## config.mk

```make
export PLATFORM = sky130hd
export DESIGN_NAME = bridge_serr_event_mask
export DESIGN_NICKNAME = d
export VERILOG_FILES = /design/src/common/serr_mask_pkg.sv /design/src/rtl/serr_reason_bit.sv /design/src/rtl/bridge_serr_event_mask.sv
export SDC_FILE = /design/constraint.sdc
export NUM_CORES = 1
export LEC_CHECK = 0
export ABC_AREA = 1
export BUFFER_PORTS_ARGS = -buffer_cell sky130_fd_sc_hd__buf_2
export CORE_ASPECT_RATIO = 1.5
export CORE_UTILIZATION = 37
export DETAILED_ROUTE_END_ITERATION = 8
export MAX_ROUTING_LAYER = met4
export PLACE_DENSITY = 0.81
export SLEW_MARGIN = 0
export SYNTH_ARGS = -nofsm -noshare
export SYNTH_HDL_FRONTEND = slang
export SYNTH_SLANG_ARGS = --single-unit
export TNS_END_PERCENT = 1
```

## constraint.sdc

```tcl
create_clock -name clk -period 1.13 [get_ports clk]
set_input_delay 0.339 -clock clk [delete_from_list [all_inputs] [get_ports clk]]
set_output_delay 0.339 -clock clk [all_outputs]
set_load 0.05 [all_outputs]
```

## src/common/serr_mask_pkg.sv

```systemverilog
// Package with offsets, field positions and reset values for the system error event gating block
package serr_mask_pkg;
  localparam logic [7:0] disable_offset = 8'h64;
  localparam logic [7:0] status_offset = 8'h68;
  localparam int disable_lane = 0;
  localparam int status_lane = 2;
  localparam int reason_count = 8;
  localparam logic [7:0] disable_reset = 8'h00;
  localparam logic [7:0] status_reset = 8'h00;
  localparam logic [7:0] disable_writable = 8'h7E;
  // Event positions, shared by the disable byte and the status byte
  localparam int pos_addr_parity = 0;
  localparam int pos_posted_parity = 1;
  localparam int pos_posted_fail = 2;
  localparam int pos_posted_target_abort = 3;
  localparam int pos_posted_master_abort = 4;
  localparam int pos_delayed_write_fail = 5;
  localparam int pos_delayed_read_fail = 6;
  localparam int pos_master_timeout = 7;
endpackage : serr_mask_pkg

```

## src/rtl/serr_reason_bit.sv

```systemverilog
// One sticky reason bit with write-one-to-clear where the set wins
`timescale 1ns/10ps
module serr_reason_bit
  import serr_mask_pkg::*;
(
  input wire logic clk,
  input wire logic srst,
  input wire logic set_pulse,
  input wire logic clear_pulse,
  output logic flag
);
  typedef struct packed {
    logic flag;
  } bit_state_type;

  bit_state_type state_ff;
  bit_state_type nxt_state;

  // A set in the same cycle as the clear keeps the flag, so no event is lost
  always_comb begin
    nxt_state = state_ff;
    if (clear_pulse) begin
      nxt_state.flag = 1'b0;
    end
    if (set_pulse) begin
      nxt_state.flag = 1'b1;
    end
  end

  always_ff @(posedge clk) begin
    if (srst) begin
      state_ff <= '0;
    end else begin
      state_ff <= nxt_state;
    end
  end

  assign flag = state_ff.flag;

  property p_set_wins;
    @(posedge clk) disable iff (srst) set_pulse |=> flag;
  endproperty
  a_set_wins: assert property (p_set_wins) else $error("reason bit lost a set");

  property p_clear_only;
    @(posedge clk) disable iff (srst) (clear_pulse && !set_pulse) |=> !flag;
  endproperty
  a_clear_only: assert property (p_clear_only) else $error("reason bit not cleared");
endmodule : serr_reason_bit

```

## src/rtl/bridge_serr_event_mask.sv

```systemverilog
// System error event gating with disable byte, reason status byte and active-low error output
//
// Functional notes
// - Disable byte at 0x64, lane 0 only.
// - Bits 7 and 0 read zero, ignore writes.
// - Bit 6 masks delayed read failure.
// - Bit 5 masks delayed write failure.
// - Bit 4 masks posted write master abort.
// - Bit 3 masks posted write target abort.
// - Bit 2 masks posted write non-delivery.
// - Bit 1 masks posted write parity error.
// - Mask set never asserts the error output.
// - Mask clear asserts only with reporting enabled.
// - Record reasons at 0x68, write one clears.
`timescale 1ns/10ps
module bridge_serr_event_mask
  import serr_mask_pkg::*;
(
  input wire logic clk,
  input wire logic srst,
  input wire logic cfg_write,
  input wire logic cfg_read,
  input wire logic [7:0] cfg_offset,
  input wire logic [3:0] primary_byte_enables_n,
  input wire logic [31:0] cfg_wdata,
  output logic [31:0] cfg_rdata,
  input wire logic error_report_enable,
  input wire logic addr_parity_event,
  input wire logic posted_parity_event,
  input wire logic posted_fail_event,
  input wire logic posted_target_abort_event,
  input wire logic posted_master_abort_event,
  input wire logic delayed_write_fail_event,
  input wire logic delayed_read_fail_event,
  input wire logic master_timeout_event,
  output logic system_error_out_n
);
  // Disable byte, registered read data and the output live in one state record
  typedef struct packed {
    logic [7:0] event_disable;
    logic [31:0] rdata;
    logic serr_n;
  } top_state_type;

  top_state_type state_ff;
  top_state_type nxt_state;
  // Event vector and its gated forms, indexed by reason position
  logic [7:0] events;
  logic [7:0] maskable;
  logic [7:0] reported;
  logic [7:0] reason_flags;
  logic [7:0] status_clear;
  logic disable_wr;
  logic status_wr;

  // Gather the event pulses by their reason position
  always_comb begin
    events = '0;
    events[pos_addr_parity] = addr_parity_event;
    events[pos_posted_parity] = posted_parity_event;
    events[pos_posted_fail] = posted_fail_event;
    events[pos_posted_target_abort] = posted_target_abort_event;
    events[pos_posted_master_abort] = posted_master_abort_event;
    events[pos_delayed_write_fail] = delayed_write_fail_event;
    events[pos_delayed_read_fail] = delayed_read_fail_event;
    events[pos_master_timeout] = master_timeout_event;
  end

  // Only the six bridge events have a disable bit; the rest are gated by the reporting enable alone
  assign maskable = disable_writable;
  assign reported = events & ~(state_ff.event_disable & maskable) & {8{error_report_enable}};

  // Byte enables are active low; a write touches only its own lane
  assign disable_wr = cfg_write && (cfg_offset == disable_offset)
                      && !primary_byte_enables_n[disable_lane];
  assign status_wr = cfg_write && (cfg_offset == status_offset) && !primary_byte_enables_n[status_lane];
  // Only the status lane carries clear bits; other lanes of the dword are ignored
  assign status_clear = status_wr ? cfg_wdata[status_lane*8 +: 8] : 8'h00;

  // One sticky reason bit per event
  genvar gi;
  generate
    for (gi = 0; gi < reason_count; gi++) begin : g_reason
      serr_reason_bit u_bit (
        .clk(clk),
        .srst(srst),
        .set_pulse(reported[gi]),
        .clear_pulse(status_clear[gi]),
        .flag(reason_flags[gi])
      );
    end
  endgenerate

  // Register update, read data and error output
  always_comb begin
    nxt_state = state_ff;
    // Reserved bits are dropped at the write so they can never read back set
    if (disable_wr) begin
      nxt_state.event_disable = cfg_wdata[7:0] & disable_writable;
    end
    nxt_state.rdata = 32'h0000_0000;
    // Reads have no side effects; status bits clear only by writes
    if (cfg_read) begin
      case (cfg_offset)
        disable_offset: nxt_state.rdata = {24'h00_0000, state_ff.event_disable};
        status_offset: nxt_state.rdata = {8'h00, reason_flags, 16'h0000};
        default: nxt_state.rdata = 32'h0000_0000;
      endcase
    end
    nxt_state.serr_n = ~(|reported);
  end

  // Synchronous reset; the output idles high so a reset never looks like an error
  always_ff @(posedge clk) begin
    if (srst) begin
      state_ff.event_disable <= disable_reset;
      state_ff.rdata <= 32'h0000_0000;
      state_ff.serr_n <= 1'b1;
    end else begin
      state_ff <= nxt_state;
    end
  end

  // Data outputs come straight from flip-flops
  assign cfg_rdata = state_ff.rdata;
  assign system_error_out_n = state_ff.serr_n;

  // Checks
  property p_lane_gate;
    @(posedge clk) disable iff (srst)
      (cfg_write && cfg_offset == disable_offset && primary_byte_enables_n[disable_lane])
      |=> $stable(state_ff.event_disable);
  endproperty
  a_lane_gate: assert property (p_lane_gate) else $error("disable byte changed without lane");

  property p_lane_write;
    @(posedge clk) disable iff (srst)
      disable_wr |=> state_ff.event_disable == ($past(cfg_wdata[7:0]) & 8'h7E);
  endproperty
  a_lane_write: assert property (p_lane_write) else $error("disable byte not written");

  property p_reserved_zero;
    @(posedge clk) disable iff (srst) state_ff.event_disable[7] == 1'b0 && state_ff.event_disable[0] == 1'b0;
  endproperty
  a_reserved_zero: assert property (p_reserved_zero) else $error("reserved disable bit set");

  property p_read_fail_mask;
    @(posedge clk) disable iff (srst)
      (delayed_read_fail_event && state_ff.event_disable[6] && !(|(events & 8'hBF))) |=> system_error_out_n;
  endproperty
  a_read_fail_mask: assert property (p_read_fail_mask) else $error("masked read failure asserted");

  property p_write_fail_mask;
    @(posedge clk) disable iff (srst)
      (delayed_write_fail_event && state_ff.event_disable[5] && !(|(events & 8'hDF))) |=> system_error_out_n;
  endproperty
  a_write_fail_mask: assert property (p_write_fail_mask) else $error("masked write failure asserted");

  property p_master_abort_mask;
    @(posedge clk) disable iff (srst)
      (posted_master_abort_event && state_ff.event_disable[4] && !(|(events & 8'hEF))) |=> system_error_out_n;
  endproperty
  a_master_abort_mask: assert property (p_master_abort_mask) else $error("masked master abort asserted");

  property p_target_abort_mask;
    @(posedge clk) disable iff (srst)
      (posted_target_abort_event && state_ff.event_disable[3] && !(|(events & 8'hF7))) |=> system_error_out_n;
  endproperty
  a_target_abort_mask: assert property (p_target_abort_mask) else $error("masked target abort asserted");

  property p_posted_fail_mask;
    @(posedge clk) disable iff (srst)
      (posted_fail_event && state_ff.event_disable[2] && !(|(events & 8'hFB))) |=> system_error_out_n;
  endproperty
  a_posted_fail_mask: assert property (p_posted_fail_mask) else $error("masked posted failure asserted");

  property p_parity_mask;
    @(posedge clk) disable iff (srst)
      (posted_parity_event && state_ff.event_disable[1] && !(|(events & 8'hFD))) |=> system_error_out_n;
  endproperty
  a_parity_mask: assert property (p_parity_mask) else $error("masked parity error asserted");

  property p_masked_silent;
    @(posedge clk) disable iff (srst)
      !(|(events & ~(state_ff.event_disable & 8'h7E))) |=> system_error_out_n;
  endproperty
  a_masked_silent: assert property (p_masked_silent) else $error("error asserted with no open event");

  property p_enable_needed;
    @(posedge clk) disable iff (srst) !error_report_enable |=> system_error_out_n;
  endproperty
  a_enable_needed: assert property (p_enable_needed) else $error("error asserted while reporting off");

  property p_open_asserts;
    @(posedge clk) disable iff (srst)
      (error_report_enable && |(events & ~(state_ff.event_disable & 8'h7E))) |=> !system_error_out_n;
  endproperty
  a_open_asserts: assert property (p_open_asserts) else $error("open event did not assert error");

  property p_reason_recorded;
    @(posedge clk) disable iff (srst) !system_error_out_n |-> (reason_flags != 8'h00) || $past(status_wr);
  endproperty
  a_reason_recorded: assert property (p_reason_recorded) else $error("error without reason recorded");

  // The disable byte moves only on a lane-0 write at its own offset
  property p_disable_hold;
    @(posedge clk) disable iff (srst) !disable_wr |=> $stable(state_ff.event_disable);
  endproperty
  a_disable_hold: assert property (p_disable_hold) else $error("disable byte changed without a write");

  // A status write without its lane must not clear anything
  property p_clear_lane;
    @(posedge clk) disable iff (srst)
      (cfg_write && cfg_offset == status_offset && primary_byte_enables_n[status_lane] && !(|reported))
      |=> reason_flags == $past(reason_flags);
  endproperty
  a_clear_lane: assert property (p_clear_lane) else $error("status cleared without lane");

  // A status write with its lane clears every bit written as one
  property p_status_write;
    @(posedge clk) disable iff (srst)
      (status_wr && !(|reported)) |=> (reason_flags & $past(status_clear)) == 8'h00;
  endproperty
  a_status_write: assert property (p_status_write) else $error("status bit not cleared by write");

  // Read data answers one cycle after the strobe and is zero otherwise
  property p_read_disable;
    @(posedge clk) disable iff (srst)
      (cfg_read && cfg_offset == disable_offset)
      |=> cfg_rdata == {24'h00_0000, $past(state_ff.event_disable)};
  endproperty
  a_read_disable: assert property (p_read_disable) else $error("disable byte read back wrong");

  property p_read_status;
    @(posedge clk) disable iff (srst)
      (cfg_read && cfg_offset == status_offset)
      |=> cfg_rdata == {8'h00, $past(reason_flags), 16'h0000};
  endproperty
  a_read_status: assert property (p_read_status) else $error("status byte read back wrong");

  property p_read_quiet;
    @(posedge clk) disable iff (srst)
      !(cfg_read && (cfg_offset == disable_offset || cfg_offset == status_offset))
      |=> cfg_rdata == 32'h0000_0000;
  endproperty
  a_read_quiet: assert property (p_read_quiet) else $error("read data not zero");

  // Error output stands low one cycle per reported cycle, never longer
  property p_one_cycle;
    @(posedge clk) disable iff (srst) (!system_error_out_n && !(|reported)) |=> system_error_out_n;
  endproperty
  a_one_cycle: assert property (p_one_cycle) else $error("error output held too long");

  // Events without a disable bit are gated by the reporting enable alone
  property p_unmaskable;
    @(posedge clk) disable iff (srst)
      (error_report_enable && (addr_parity_event || master_timeout_event)) |=> !system_error_out_n;
  endproperty
  a_unmaskable: assert property (p_unmaskable) else $error("ungated event not reported");

  // Reset is checked outside the disable so that its own effect is seen
  property p_reset_idle;
    @(posedge clk) srst
      |=> system_error_out_n && cfg_rdata == 32'h0000_0000
      && state_ff.event_disable == disable_reset && reason_flags == status_reset;
  endproperty
  a_reset_idle: assert property (p_reset_idle) else $error("state not idle after reset");

  // Per reason: a reported event sets its bit, and nothing else does
  generate
    for (gi = 0; gi < reason_count; gi++) begin : g_reason_chk
      property p_reason_set;
        @(posedge clk) disable iff (srst) reported[gi] |=> reason_flags[gi];
      endproperty
      a_reason_set: assert property (p_reason_set) else $error("reported event left no reason");

      // Masked or unreported events must never leave a trace
      property p_reason_only;
        @(posedge clk) disable iff (srst) (!reason_flags[gi] && !reported[gi]) |=> !reason_flags[gi];
      endproperty
      a_reason_only: assert property (p_reason_only) else $error("reason set without report");

      // Reporting off means no reason is recorded either
      property p_quiet_enable;
        @(posedge clk) disable iff (srst) (!error_report_enable && !reason_flags[gi]) |=> !reason_flags[gi];
      endproperty
      a_quiet_enable: assert property (p_quiet_enable) else $error("reason set while reporting off");

      // Unmasked with reporting on, each bit alone pulls the output low
      property p_open_bit;
        @(posedge clk) disable iff (srst)
          (events[gi] && error_report_enable && !(state_ff.event_disable[gi] && maskable[gi]))
          |=> !system_error_out_n;
      endproperty
      a_open_bit: assert property (p_open_bit) else $error("open event bit not reported");
    end
  endgenerate

  c_masked_event: cover property (@(posedge clk) disable iff (srst) posted_parity_event && state_ff.event_disable[1]);
  c_error_out: cover property (@(posedge clk) disable iff (srst) !system_error_out_n);
  c_status_clear: cover property (@(posedge clk) disable iff (srst) status_wr && |reason_flags);
  c_set_and_clear: cover property (@(posedge clk) disable iff (srst) |(reported & status_clear));
  c_all_masked: cover property (@(posedge clk) disable iff (srst)
    |(events & disable_writable) && state_ff.event_disable == disable_writable);
endmodule : bridge_serr_event_mask

```

Yosys cells after proc, flatten, opt, wreduce, memory -nomap -nowiden
Index checks and enable logic that the tools add are counted.

word-level totals
  word-level logic and storage cells = 52
  flip-flop bits (word level) = 47
  input bits = 57
  output and inout port bits = 33

cells by class
  reduce and logical (&&, ||, !) cells = 16
  bitwise gates (word level) = 5
  equal/unequal tests = 2
  muxes and demuxes = 18

operators by type and width
  operator                                                         number
  24-bit case mux with 2 select lines                              1
  8-bit bitwise AND                                                2
  8-bit by 7-bit == test with 1-bit output, second input constant  2
  1-bit 2-to-1 mux                                                 16
  2-bit nonzero test                                               8
  8-bit 2-to-1 mux                                                 1
  7-bit inverter with 8-bit output                                 1
  8-bit OR reduction                                               1
  1-bit logical AND                                                4
  1-bit zero test                                                  2
  1-bit inverter                                                   2
  2-bit OR reduction                                               1

Logic depth before layout (Yosys ltp)
Gate-level depths: netlist of run 1.

  depth in word-level cells = 6
  gate-level depth with buffers = 9
  depth with buffers taken out = 8

Modules after synthesis
Synthesis of run 1 repeated with hierarchy kept, for this count alone.

second synthesis, totals
  cell total of the unflattened synthesis = 223
  area total of the unflattened synthesis = 1607.8 um^2

modules (own cells, without submodules)
  module                  times used  cells an instance  area an instance (um^2)  sequential area each (um^2)
  bridge_serr_event_mask  1           183                1287.5                   420.4
  serr_reason_bit         8           5                  40.0                     20.0

Worst setup path after synthesis of run 1
No wires, ideal clock.

  path type = input to register
  start point = in cfg_offset[4]
  end point = reg g_reason[0].u_bit.state_ff
  buffers on the path = 1
  slack = 0.055 ns
  data required time = 1.010 ns
  arrival = 0.955 ns
  setup time = 0.120 ns
  stages = 7
  cells stage by stage = nor2_2 -> nand2_2 -> nor2_4 -> buf_6 -> nand3_1 -> nand2_1 -> a21oi_1

between the ends
  cells in the longest elaborated chain, start to end = 5

RTL lines
  what                                      RTL line                      RTL
  start: declaration                        bridge_serr_event_mask.sv:23  input wire logic [7:0] cfg_offset,
  8-bit by 7-bit == test with 1-bit output  bridge_serr_event_mask.sv:76  assign status_wr = cfg_write && (cfg_offset == status_offset) && !primary_byte_enables_n[status_lane];
  1-bit logical AND (2 in a row)            bridge_serr_event_mask.sv:76
  8-bit 2-to-1 mux                          bridge_serr_event_mask.sv:78  assign status_clear = status_wr ? cfg_wdata[status_lane*8 +: 8] : 8'h00;
  2-bit nonzero test (no source line)       -
  end signal: assignment                    serr_reason_bit.sv:34         state_ff <= nxt_state;
  end: declaration                          serr_reason_bit.sv:16         bit_state_type state_ff;

No other way between the ends.
A chain may end at the register's enable or synchronous reset.

Final worst setup path of run 1
  start point = reg state_ff (netlist bit cfg_rdata[21])
  end point = out cfg_rdata[21]

RTL lines
  what                      RTL line                       RTL
  start: declaration        bridge_serr_event_mask.sv:45   top_state_type state_ff;
  start signal: assignment  bridge_serr_event_mask.sv:120  state_ff <= nxt_state;
  end: declaration          bridge_serr_event_mask.sv:26   output logic [31:0] cfg_rdata,

No word-level cell between the ends.

==> results of run 1 <==
area by class of cell:
| type | instances | area (µm²) |
|---|---|---|
| Clock buffer | 7 | 96.3 |
| Sequential cell | 29 | 589 |
| Tap cell | 42 | 52.6 |
| Timing Repair Buffer | 54 | 380 |
| Inverter | 12 | 48.8 |
| Multi-Input combinational cell | 109 | 524 |
| Clock inverter | 1 | 5.00 |
| Fill cell | 343 | 1780 |
cell usage in the layout (no fill, tap or decap):
master / n
inv_2: 4
nor2_1: 20
o21ai_1: 1
buf_4: 3
nand2_1: 30
nand3_2: 1
a21oi_1: 8
nor3b_2: 4
nor2_2: 1
inv_1: 6
nand2_2: 1
inv_4: 1
nand4_1: 2
buf_6: 14
clkbuf_8: 7
nor3_4: 1
nor3_1: 6
dfxtp_1: 22
buf_2: 36
conb_1: 18
buf_12: 1
clkinv_2: 2
nand3_1: 14
nor2_4: 1
nand2_4: 1
dfxtp_2: 7
power by group:
group	leakage, µW	internal (µW)	total (µW)	switching, µW
sequential	0.000239	1050	1060	11.3
combinational	0.000513	83.3	308	224
clock	0.0000542	549	919	370
total	0.000806	1680	2280	606
cell families after synthesis:
group | after synthesis | synth area share (%)
buffers and inverters | 49 | 24.2
other | 1 | 0.273
AO/OA/AOI/OAI | 9 | 3.28
flip-flops | 29 | 42.3
AND/OR/NAND/NOR | 82 | 30.0
repair_timing:
action | 4_1_cts | 5_1_grt
endpoints found under the setup margin | 15 | 14
gates resized for setup | 20 | 16
pin swaps | 0 | 0
flip-flops by register name, indices dropped and copies added, names as in the netlist:
signal / flops
state_ff: 6
cfg_rdata: 14
g_reason.u_bit.flag: 8
system_error_out_n: 1
routing by layer:
layer / vias to the layer above / track usage (%) / routed length, µm
li1: 563 / - / -
met2: 55 / 25.8 / 1380
met4: 0 / 7.30 / 49
met1: 482 / 15.3 / 967
met3: 6 / 5.59 / 210
met5: - / - / 0
path summary, 6_finish.rpt:
path	to
min	state_ff[34]$_SDFFE_PP0P_
min reg2reg	cfg_rdata[16]$_SDFF_PP0_
max reg2reg	system_error_out_n$_SDFF_PP1_
max	cfg_rdata[21]
metrics by stage:
stage	hold slack (ns)	total power [µW]	cell area [µm²]	worst slack, ns	utilization, %
2_1_floorplan	0.417	1340	1440	0.0550	-
3_3_place_gp	0.422	1380	1500	-0.111	43.0
3_5_place_dp	0.427	1380	1500	-0.140	43.0
4_1_cts	0.268	2310	1650	0.00481	47.5
5_1_grt	0.287	2380	1700	0.000461	48.7
6_report	0.277	2280	1700	0.0283	48.7
==> qor.yml, run 1 <==
min_path:
  min_path_type: "primary input to flip-flop"
  min-delay-start: "cfg_wdata[1]"
  whs_path_depth: 3
worst_setup_path:
  cp.depth: 1
  critPathKind: "flip-flop to primary output"
  crit_start: "cfg_rdata[21]$_SDFF_PP0_"
  path_max_fanout: 1
  crit_path_start_kind: "flip-flop"
  r2r_cells: 4
  r2r_slack_ns: 0.31
  worst_path_dominant_cell_family: "flip-flops"
  crit_required_ns: 0.79
  crit_slowest_cell: "dfxtp_1"
  end_kind: "primary output"
  cp_cell_sequence: "buf_4"
  slowest_delay_ns: 0.30
  crit_buf_inv: 1
  critical_path_arrival_ns: 0.76
  timing.rr.start: "state_ff[36]$_SDFFE_PP0P_"
synthesis:
  syn-cell-area_um2: 1370
  yosysMostFrequentCell: "buf_4"
  ys_types: 24
  yosysTopAreaCellShare_pct: 42.3
  synthCells: 170
  yosysTopAreaCell: "dfxtp_1"
  synth_area_per_cell_um2: 8.07
  synthTopCellsByArea: "dfxtp_1, buf_4, nand2_1"
  synth_ff_type: "dfxtp_1"
  ys_warn_count: 0
  ys_ff_latch: 29
  async_flop_share_pct: 0
  synth_commonest_cells: "buf_4, nand2_1, dfxtp_1"
  synth_edf_count: 0
  synth-seq-area-share_pct: 42.3
detailed_routing:
  dr.pass1.iters: 4
  vias_per_cell: 4.35
  wl_per_cell_um: 10.2
  dr.first_iter.drc_count: 31
  drt-total-wl_um: 2600
  drc_errors: 0
  antenna_left: 0
  via_count: 1106
timing:
  finalHoldViolations: 0
  rsz0062_at_grt: "no"
  fmax_mhz: 908
  clock_skew_ns: 0.00474
  setup_tns_ns: 0
  drv_slew: 0
  fin_crit_ns: 1.10
  fin_crit_sh_pct: 97.5
  setup_violations: 0
clocking:
  cts_inserted_buffers: 5
  path_clk_slew_ns: 0.06
  clock_latency_ns: 0.28
  cts_tree: "built"
  post_cts_buffers: 0
  cts.path.max_buffers: 2
  hold_buffers: 0
  htreeDepth: 2
  cts_root_buffer: "clkbuf_8"
  cts_sinks: 29
placement:
  gp_congestion: 0.853
  dp.cells: 246
  portBuffers: 51
  dp_hpwl_um: 2060
power_and_ir_drop:
  p_per_area_nw_per_um2: 1350
  leakagePower_uw: 0.000806
  ir_worst_vdd_mv: 0.819
floorplanning:
  start_util_pct: 39.4
  io_pins: 90
  row_count: 26
  core_um2: 3480
  dieArea_um2: 3960
  die_x_um: 51.7
  dieHeight_um: 76.6
flow_run:
  maxCapViolations: 0
layout:
  finalNetCount: 268
  n_antenna_cell: 0
  drive_gt1_share_pct: 40.1
  area.growth.synth_to_final_pct: 23.6
  instances_no_fill: 254
global_routing:
  grt_overflow: 0
  grt_use_total_pct: 15.4
  antenna_found_initial: 0
  grt_pass1_wl_um: 4380
  grt_pass1_vias: 1075
  grt_max_degree: 15
outcome:
  status: "completed"
Note: power is estimated with default switching activity, not from simulation.
==> run 2, diff against run 1 <==
--- a/config.mk
+++ b/config.mk
@@ -7,7 +7,7 @@
 export LEC_CHECK = 0
 export ABC_AREA = 1
 export BUFFER_PORTS_ARGS = -buffer_cell sky130_fd_sc_hd__buf_2
-export CORE_ASPECT_RATIO = 1.5
+export CORE_ASPECT_RATIO = 1.25
 export CORE_UTILIZATION = 37
 export DETAILED_ROUTE_END_ITERATION = 8
 export MAX_ROUTING_LAYER = met4
==> run 2 against run 1 <==
  * The flow now finishes with violations (setup timing)
  * Worst setup slack got worse by 0.045 ns
  * Count of clock-buffer cells in the layout decreased by 2
  * Maximum frequency decreased by 3.9%
  * Register-to-register slack about the same
  * Clock skew increased by 0.00056 ns
  * Final cell count decreased by 0.79%
  * Sequential share of layout area increased by 0.18 points
  * Flip-flop and latch count unchanged
  * Global-route usage decreased by 0.30 points
  * Combinational power increased by 2%
  * Routed wire length increased by 5.8%
  * Critical path depth unchanged
  * Critical path type unchanged
  * Critical endpoint is now cfg_rdata[20]
==> qor.yml, run 2 (synthesis gave the netlist of run 1 again) <==
layout:
  finalNetCount: 269  # +0.37%
  instances_no_fill: 252  # -0.79%
  n_antenna_cell: 0  # unchanged
  final_util_pct: 47.9  # -0.81 points
  largest_reg_flops: 14  # unchanged
  final_common_cell: "buf_2"
  drive_gt1_share_pct: 39.9  # -0.19 points
  fill_cells: 355  # +3.5%
  area.growth.synth_to_final_pct: 22.7
  most-common-layout-cells: "buf_2, nand2_1, dfxtp_1, nor2_1, conb_1"
timing:
  drv_slew: 0  # unchanged
  setup_violations: 1  # +1
  hold-worst-slack_ns: 0.286  # +0.00919 ns
  fin_ws_ns: -0.0163  # -0.0447 ns
  clock_skew_ns: 0.00530  # +0.000558 ns
  finalHoldViolations: 0  # unchanged
  fin_crit_sh_pct: 101  # +4.0 points
  fmax_mhz: 872  # -3.9%
  fin_crit_ns: 1.15  # +0.0447 ns
  rsz0062_at_grt: "yes"
detailed_routing:
  dr.pass1.iters: 4  # unchanged
  via_count: 1111  # +0.45%
  drc_errors: 0  # unchanged
  wl_per_cell_um: 10.9  # +6.6%
  drt-total-wl_um: 2750  # +5.8%
  vias_per_cell: 4.41  # +1.2%
  dr.first_iter.drc_count: 28  # -9.7%
  antenna_left: 0  # unchanged
floorplanning:
  start_util_pct: 39.1  # -0.37 points
  die_x_um: 56.5  # +9.2%
  dieHeight_um: 70.1  # -8.5%
  core_um2: 3510  # +0.93%
  row_count: 24  # -7.7%
  dieArea_um2: 3960  # about the same
  io_pins: 90  # unchanged
clocking:
  htreeDepth: 2  # unchanged
  cts_root_buffer: "clkbuf_8"
  clock_latency_ns: 0.28  # about the same
  cts_tree: "built"
  cts_inserted_buffers: 5  # unchanged
  cts.path.max_buffers: 2  # unchanged
  path_clk_slew_ns: 0.06  # about the same
  cts_sinks: 29  # unchanged
  post_cts_buffers: 0  # unchanged
placement:
  dp_hpwl_um: 2110  # +2.6%
  portBuffers: 51  # unchanged
  gp_congestion: 0.824  # -3.4%
  pre_cts_ws_ns: -0.171  # -0.0311 ns
  dp.cells: 244  # -0.81%
global_routing:
  grt_max_degree: 15  # unchanged
  antenna_found_initial: 0  # unchanged
  grt_pass1_vias: 1032  # -4.0%
  grt_use_total_pct: 15.1  # -0.30 points
  grt_overflow: 0  # unchanged
  grt_pass1_wl_um: 4400  # +0.48%
worst_setup_path:
  worst_path_dominant_cell_family: "flip-flops"
  critical_path_arrival_ns: 0.81  # +0.05 ns
  slowest_delay_ns: 0.35  # +0.05 ns
  path_max_fanout: 1  # unchanged
  end_kind: "primary output"
  crit_slowest_cell: "dfxtp_1"
  cp_cell_sequence: "buf_6"
  crit_buf_inv: 1  # unchanged
  crit_required_ns: 0.79  # about the same
  critPathKind: "flip-flop to primary output"
  crit_path_start_kind: "flip-flop"
outcome:
  violations: "setup timing"
  status: "finished, violations left"
power_and_ir_drop:
  ir_worst_vdd_mv: 1.08  # +32%
  p_per_area_nw_per_um2: 1300  # -3.5%
  leakagePower_uw: 0.000800  # -0.77%
flow_run:
  maxCapViolations: 0  # unchanged
min_path:
  min_path_type: "primary input to flip-flop"
[run 2: cell types whose count changed in the layout (fill, tap and decap cells not counted)]
cell	change
dfxtp_2	-1
buf_6	-2
clkbuf_8	-2
dfxtp_1	+1
clkinvlp_4	+1
nand3_2	-1
buf_4	+3
clkinv_2	+1
nand3_4	+1
[run 2: what timing repair did]
item | in CTS | in global routing
gates cloned | 0 | 0
hold buffers | 0 | 0
resized for setup | 17 | 17
endpoints found under the setup margin | 15 | 14
[run 2: through the flow]
stage / instance area [µm²] / setup TNS [ns] / total power [µW]
after floorplan: 1440 / 0 / 1340
after global placement: 1500 / -1.27 / 1380
after detailed placement: 1500 / -1.91 / 1380
after CTS: 1630 / 0 / 2190
after global routing: 1680 / -0.0285 / 2280
final: 1680 / -0.0163 / 2190
[run 2: layout make-up]
| type | instances | area, µm² | share of cell area, % |
|---|---|---|---|
| clock inverters | 3 | 17.5 | 1.04 |
| inverters | 12 | 48.8 | 2.90 |
| well taps | 39 | 48.8 | 2.90 |
| flip-flops and latches | 29 | 588 | 34.9 |
| multi-input cells | 109 | 532 | 31.6 |
| repair buffers | 55 | 380 | 22.6 |
| clock buffers | 5 | 68.8 | 4.09 |
[run 2: worst paths after layout]
path,startpoint,endpoint,slack [ns],depth (start not counted)
hold reg to reg,g_reason[1].u_bit.flag$_SDFFE_PP0P_,cfg_rdata[17]$_SDFF_PP0_,0.43,2
setup / recovery,cfg_rdata[20]$_SDFF_PP0_,cfg_rdata[20],-0.02,1
hold / removal,cfg_wdata[4],state_ff[37]$_SDFFE_PP0P_,0.29,3
setup reg to reg,state_ff[36]$_SDFFE_PP0P_,system_error_out_n$_SDFF_PP1_,0.32,4
[run 2: where the power goes]
group	switching [µW]	internal [µW]	leakage, µW
Sequential	9.91	1050	0.000239
Combinational	229	84.6	0.000517
Clock	397	423	0.0000439
[run 2: tightest hold or removal path, delay by kind of cell]
| family | cells | cell delay (ns) |
|---|---|---|
| and+or+nand+nor | 2 | 0.11 |
| buffers and inverters | 1 | 0.08 |
[run 2: layer usage]
metal	global-route usage, %	wire, µm	up-vias
li1	-	-	570
met1	15.7	1060	490
met2	26.1	1460	44
met3	5.00	181	7
met4	5.69	54	0
met5	-	0	-
==> run 3, diff against run 2 <==
--- a/config.mk
+++ b/config.mk
@@ -8,10 +8,11 @@
 export ABC_AREA = 1
 export BUFFER_PORTS_ARGS = -buffer_cell sky130_fd_sc_hd__buf_2
 export CORE_ASPECT_RATIO = 1.25
-export CORE_UTILIZATION = 37
+export CORE_UTILIZATION = 39
+export CTS_BUF_LIST = sky130_fd_sc_hd__clkbuf_8
 export DETAILED_ROUTE_END_ITERATION = 8
 export MAX_ROUTING_LAYER = met4
-export PLACE_DENSITY = 0.81
+export PLACE_DENSITY = 0.84
 export SLEW_MARGIN = 0
 export SYNTH_ARGS = -nofsm -noshare
 export SYNTH_HDL_FRONTEND = slang
==> run 3 against run 2 <==
  * The run now ends clean
  * Power down 1.9%
  * Critical path depth unchanged
  * Clock power down 4.5%
  * Utilization up 2.8 points
  * Count of clock-buffer cells in the layout unchanged
  * Worst setup slack better by 0.042 ns
  * Worst hold slack worse by 0.0080 ns
  * Final cell count down 1.2%
  * Via count down 0.99%
==> qor.yml, run 3 (synthesis gave the netlist of run 1 again) <==
detailed_routing:
  drc_errors: 0  # unchanged
  vias_per_cell: 4.42  # +0.20%
  wl_per_cell_um: 10.6  # -2.7%
  wl_met3_um: 196  # +8.3%
  wl_met2_um: 1310  # -10%
  drt-met1-wl_um: 1040  # -1.4%
  drt-total-wl_um: 2650  # -3.9%
  antenna_left: 0  # unchanged
  dr.max_layer_used: "met4"
  dr.first_iter.drc_count: 18  # -36%
  dr.pass1.iters: 4  # unchanged
  via_count: 1100  # -0.99%
flow_run:
  maxCapViolations: 0  # unchanged
layout:
  most-common-layout-cells: "buf_2, nand2_1, dfxtp_1, nor2_1, conb_1"
  drive_gt1_share_pct: 38.2  # -1.7 points
  area.growth.synth_to_final_pct: 21.2
  final_common_cell: "buf_2"
  final_util_pct: 50.7  # +2.8 points
  finalNetCount: 268  # -0.37%
  fill_cells: 319  # -10%
  largest_reg_flops: 14  # unchanged
  n_antenna_cell: 0  # unchanged
outcome:
  status: "completed"
clocking:
  cts_root_buffer: "clkbuf_8"
  cts_sinks: 29  # unchanged
  cts_inserted_buffers: 5  # unchanged
  cts_tree: "built"
  htreeDepth: 2  # unchanged
  post_cts_buffers: 0  # unchanged
  clock_latency_ns: 0.28  # about the same
  path_clk_slew_ns: 0.06  # about the same
  cts.path.max_buffers: 2  # unchanged
timing:
  clock_skew_ns: 0.00780  # +0.00251 ns
  fin_crit_ns: 1.10  # -0.0416 ns
  fin_crit_sh_pct: 97.8  # -3.7 points
  setup_violations: 0  # -1
  fmax_mhz: 905  # +3.8%
  finalHoldViolations: 0  # unchanged
  drv_slew: 0  # unchanged
  rsz0062_at_grt: "no"
  fin_ws_ns: 0.0253  # +0.0416 ns
power_and_ir_drop:
  ir_worst_vdd_mv: 0.962  # -11%
  p_per_area_nw_per_um2: 1290  # -0.77%
  leakagePower_uw: 0.000799  # -0.15%
worst_setup_path:
  cp_cell_sequence: "buf_4"
  slowest_delay_ns: 0.31  # -0.04 ns
  r2r_slack_ns: 0.29  # -0.03 ns
  crit_path_start_kind: "flip-flop"
  timing.rr.start: "state_ff[35]$_SDFFE_PP0P_"
  worst_path_dominant_cell_family: "flip-flops"
  crit_buf_inv: 1  # unchanged
  r2r_cells: 4  # unchanged
  critPathKind: "flip-flop to primary output"
  path_max_fanout: 1  # unchanged
  end_kind: "primary output"
  r2r_end: "system_error_out_n$_SDFF_PP1_"
  critical_path_arrival_ns: 0.77  # -0.04 ns
  crit_slowest_cell: "dfxtp_1"
  crit_required_ns: 0.79  # about the same
  cp.depth: 1  # unchanged
min_path:
  min_path_type: "primary input to flip-flop"
  min-delay-start: "cfg_wdata[2]"
  whs_endpoint: "state_ff[35]$_SDFFE_PP0P_"
  whs_path_depth: 3  # unchanged
floorplanning:
  dieHeight_um: 68.3  # -2.5%
  start_util_pct: 41.8  # +2.8 points
  die_x_um: 55.1  # -2.5%
  row_count: 23  # -4.2%
  core_um2: 3280  # -6.6%
  dieArea_um2: 3760  # -5.0%
  io_pins: 90  # unchanged
placement:
  pre_cts_ws_ns: -0.157  # +0.0146 ns
  dp_hpwl_um: 2080  # -1.4%
  gp_congestion: 0.823  # -0.12%
  portBuffers: 51  # unchanged
global_routing:
  grt_pass1_vias: 998  # -3.3%
  antenna_found_initial: 0  # unchanged
  grt_overflow: 0  # unchanged
  grt_max_degree: 15  # unchanged
  grt_pass1_wl_um: 4060  # -7.7%
  grt_use_total_pct: 16.1  # +1.0 points
## run 3: layer usage
metal / global-route usage (%) / up-vias
li1: - / 563
met2: 26.4 / 55
met1: 16.5 / 473
met3: 5.33 / 9
met4: 9.38 / 0
met5: - / -
## run 3: what timing repair did
action | 4_1_cts | 5_1_grt
resized for setup | 17 | 15
endpoints found under the setup margin | 15 | 12
hold buffers | 0 | 0
## run 3: worst max-delay path by stage
stage	startpoint	to	slack, ns
detailed placement	cfg_offset[3]	state_ff[36]$_SDFFE_PP0P_	-0.16
global placement	cfg_offset[3]	state_ff[38]$_SDFFE_PP0P_	-0.11
finish	cfg_rdata[21]$_SDFF_PP0_	cfg_rdata[21]	0.03
global route	system_error_out_n$_SDFF_PP1_	system_error_out_n	0.004
CTS	cfg_rdata[18]$_SDFF_PP0_	cfg_rdata[18]	0.005
floorplan	cfg_offset[4]	g_reason[0].u_bit.flag$_SDFFE_PP0P_	0.05
## run 3: report_power, final
part / total (µW) / internal (µW) / switching (µW)
Combinational: 307 / 81.7 / 226
Sequential: 1060 / 1050 / 9.85
Clock: 783 / 416 / 368
## run 3: worst reg2reg max path: stages (launching register included)
cell and delay, ns:
dfxtp_1 0.31, inv_1 0.06, nand3_1 0.10, nand4_1 0.12
o21ai_1 0.17
## run 3: area by class of cell
type                    count  area [µm²]  area share, %
clock buffers               5        68.8           4.14
clock inverters             3        13.8          0.827
inverters                  12        48.8           2.93
multi-input cells         109         524           31.5
flip-flops and latches     29         586           35.2
well taps                  37        46.3           2.78
repair buffers             54         377           22.6
## run 3: metrics by stage
stage               instance area [µm²]  hold WS [ns]  std cells  TNS [ns]  total power, µW
floorplan                          1440         0.417        187         0             1340
global placement                   1490         0.423        241     -1.18             1380
detailed placement                 1490         0.425        241     -1.59             1380
CTS                                1620         0.279        249         0             2160
global route                       1660         0.297        249         0             2220
finish                             1660         0.278        249         0             2150
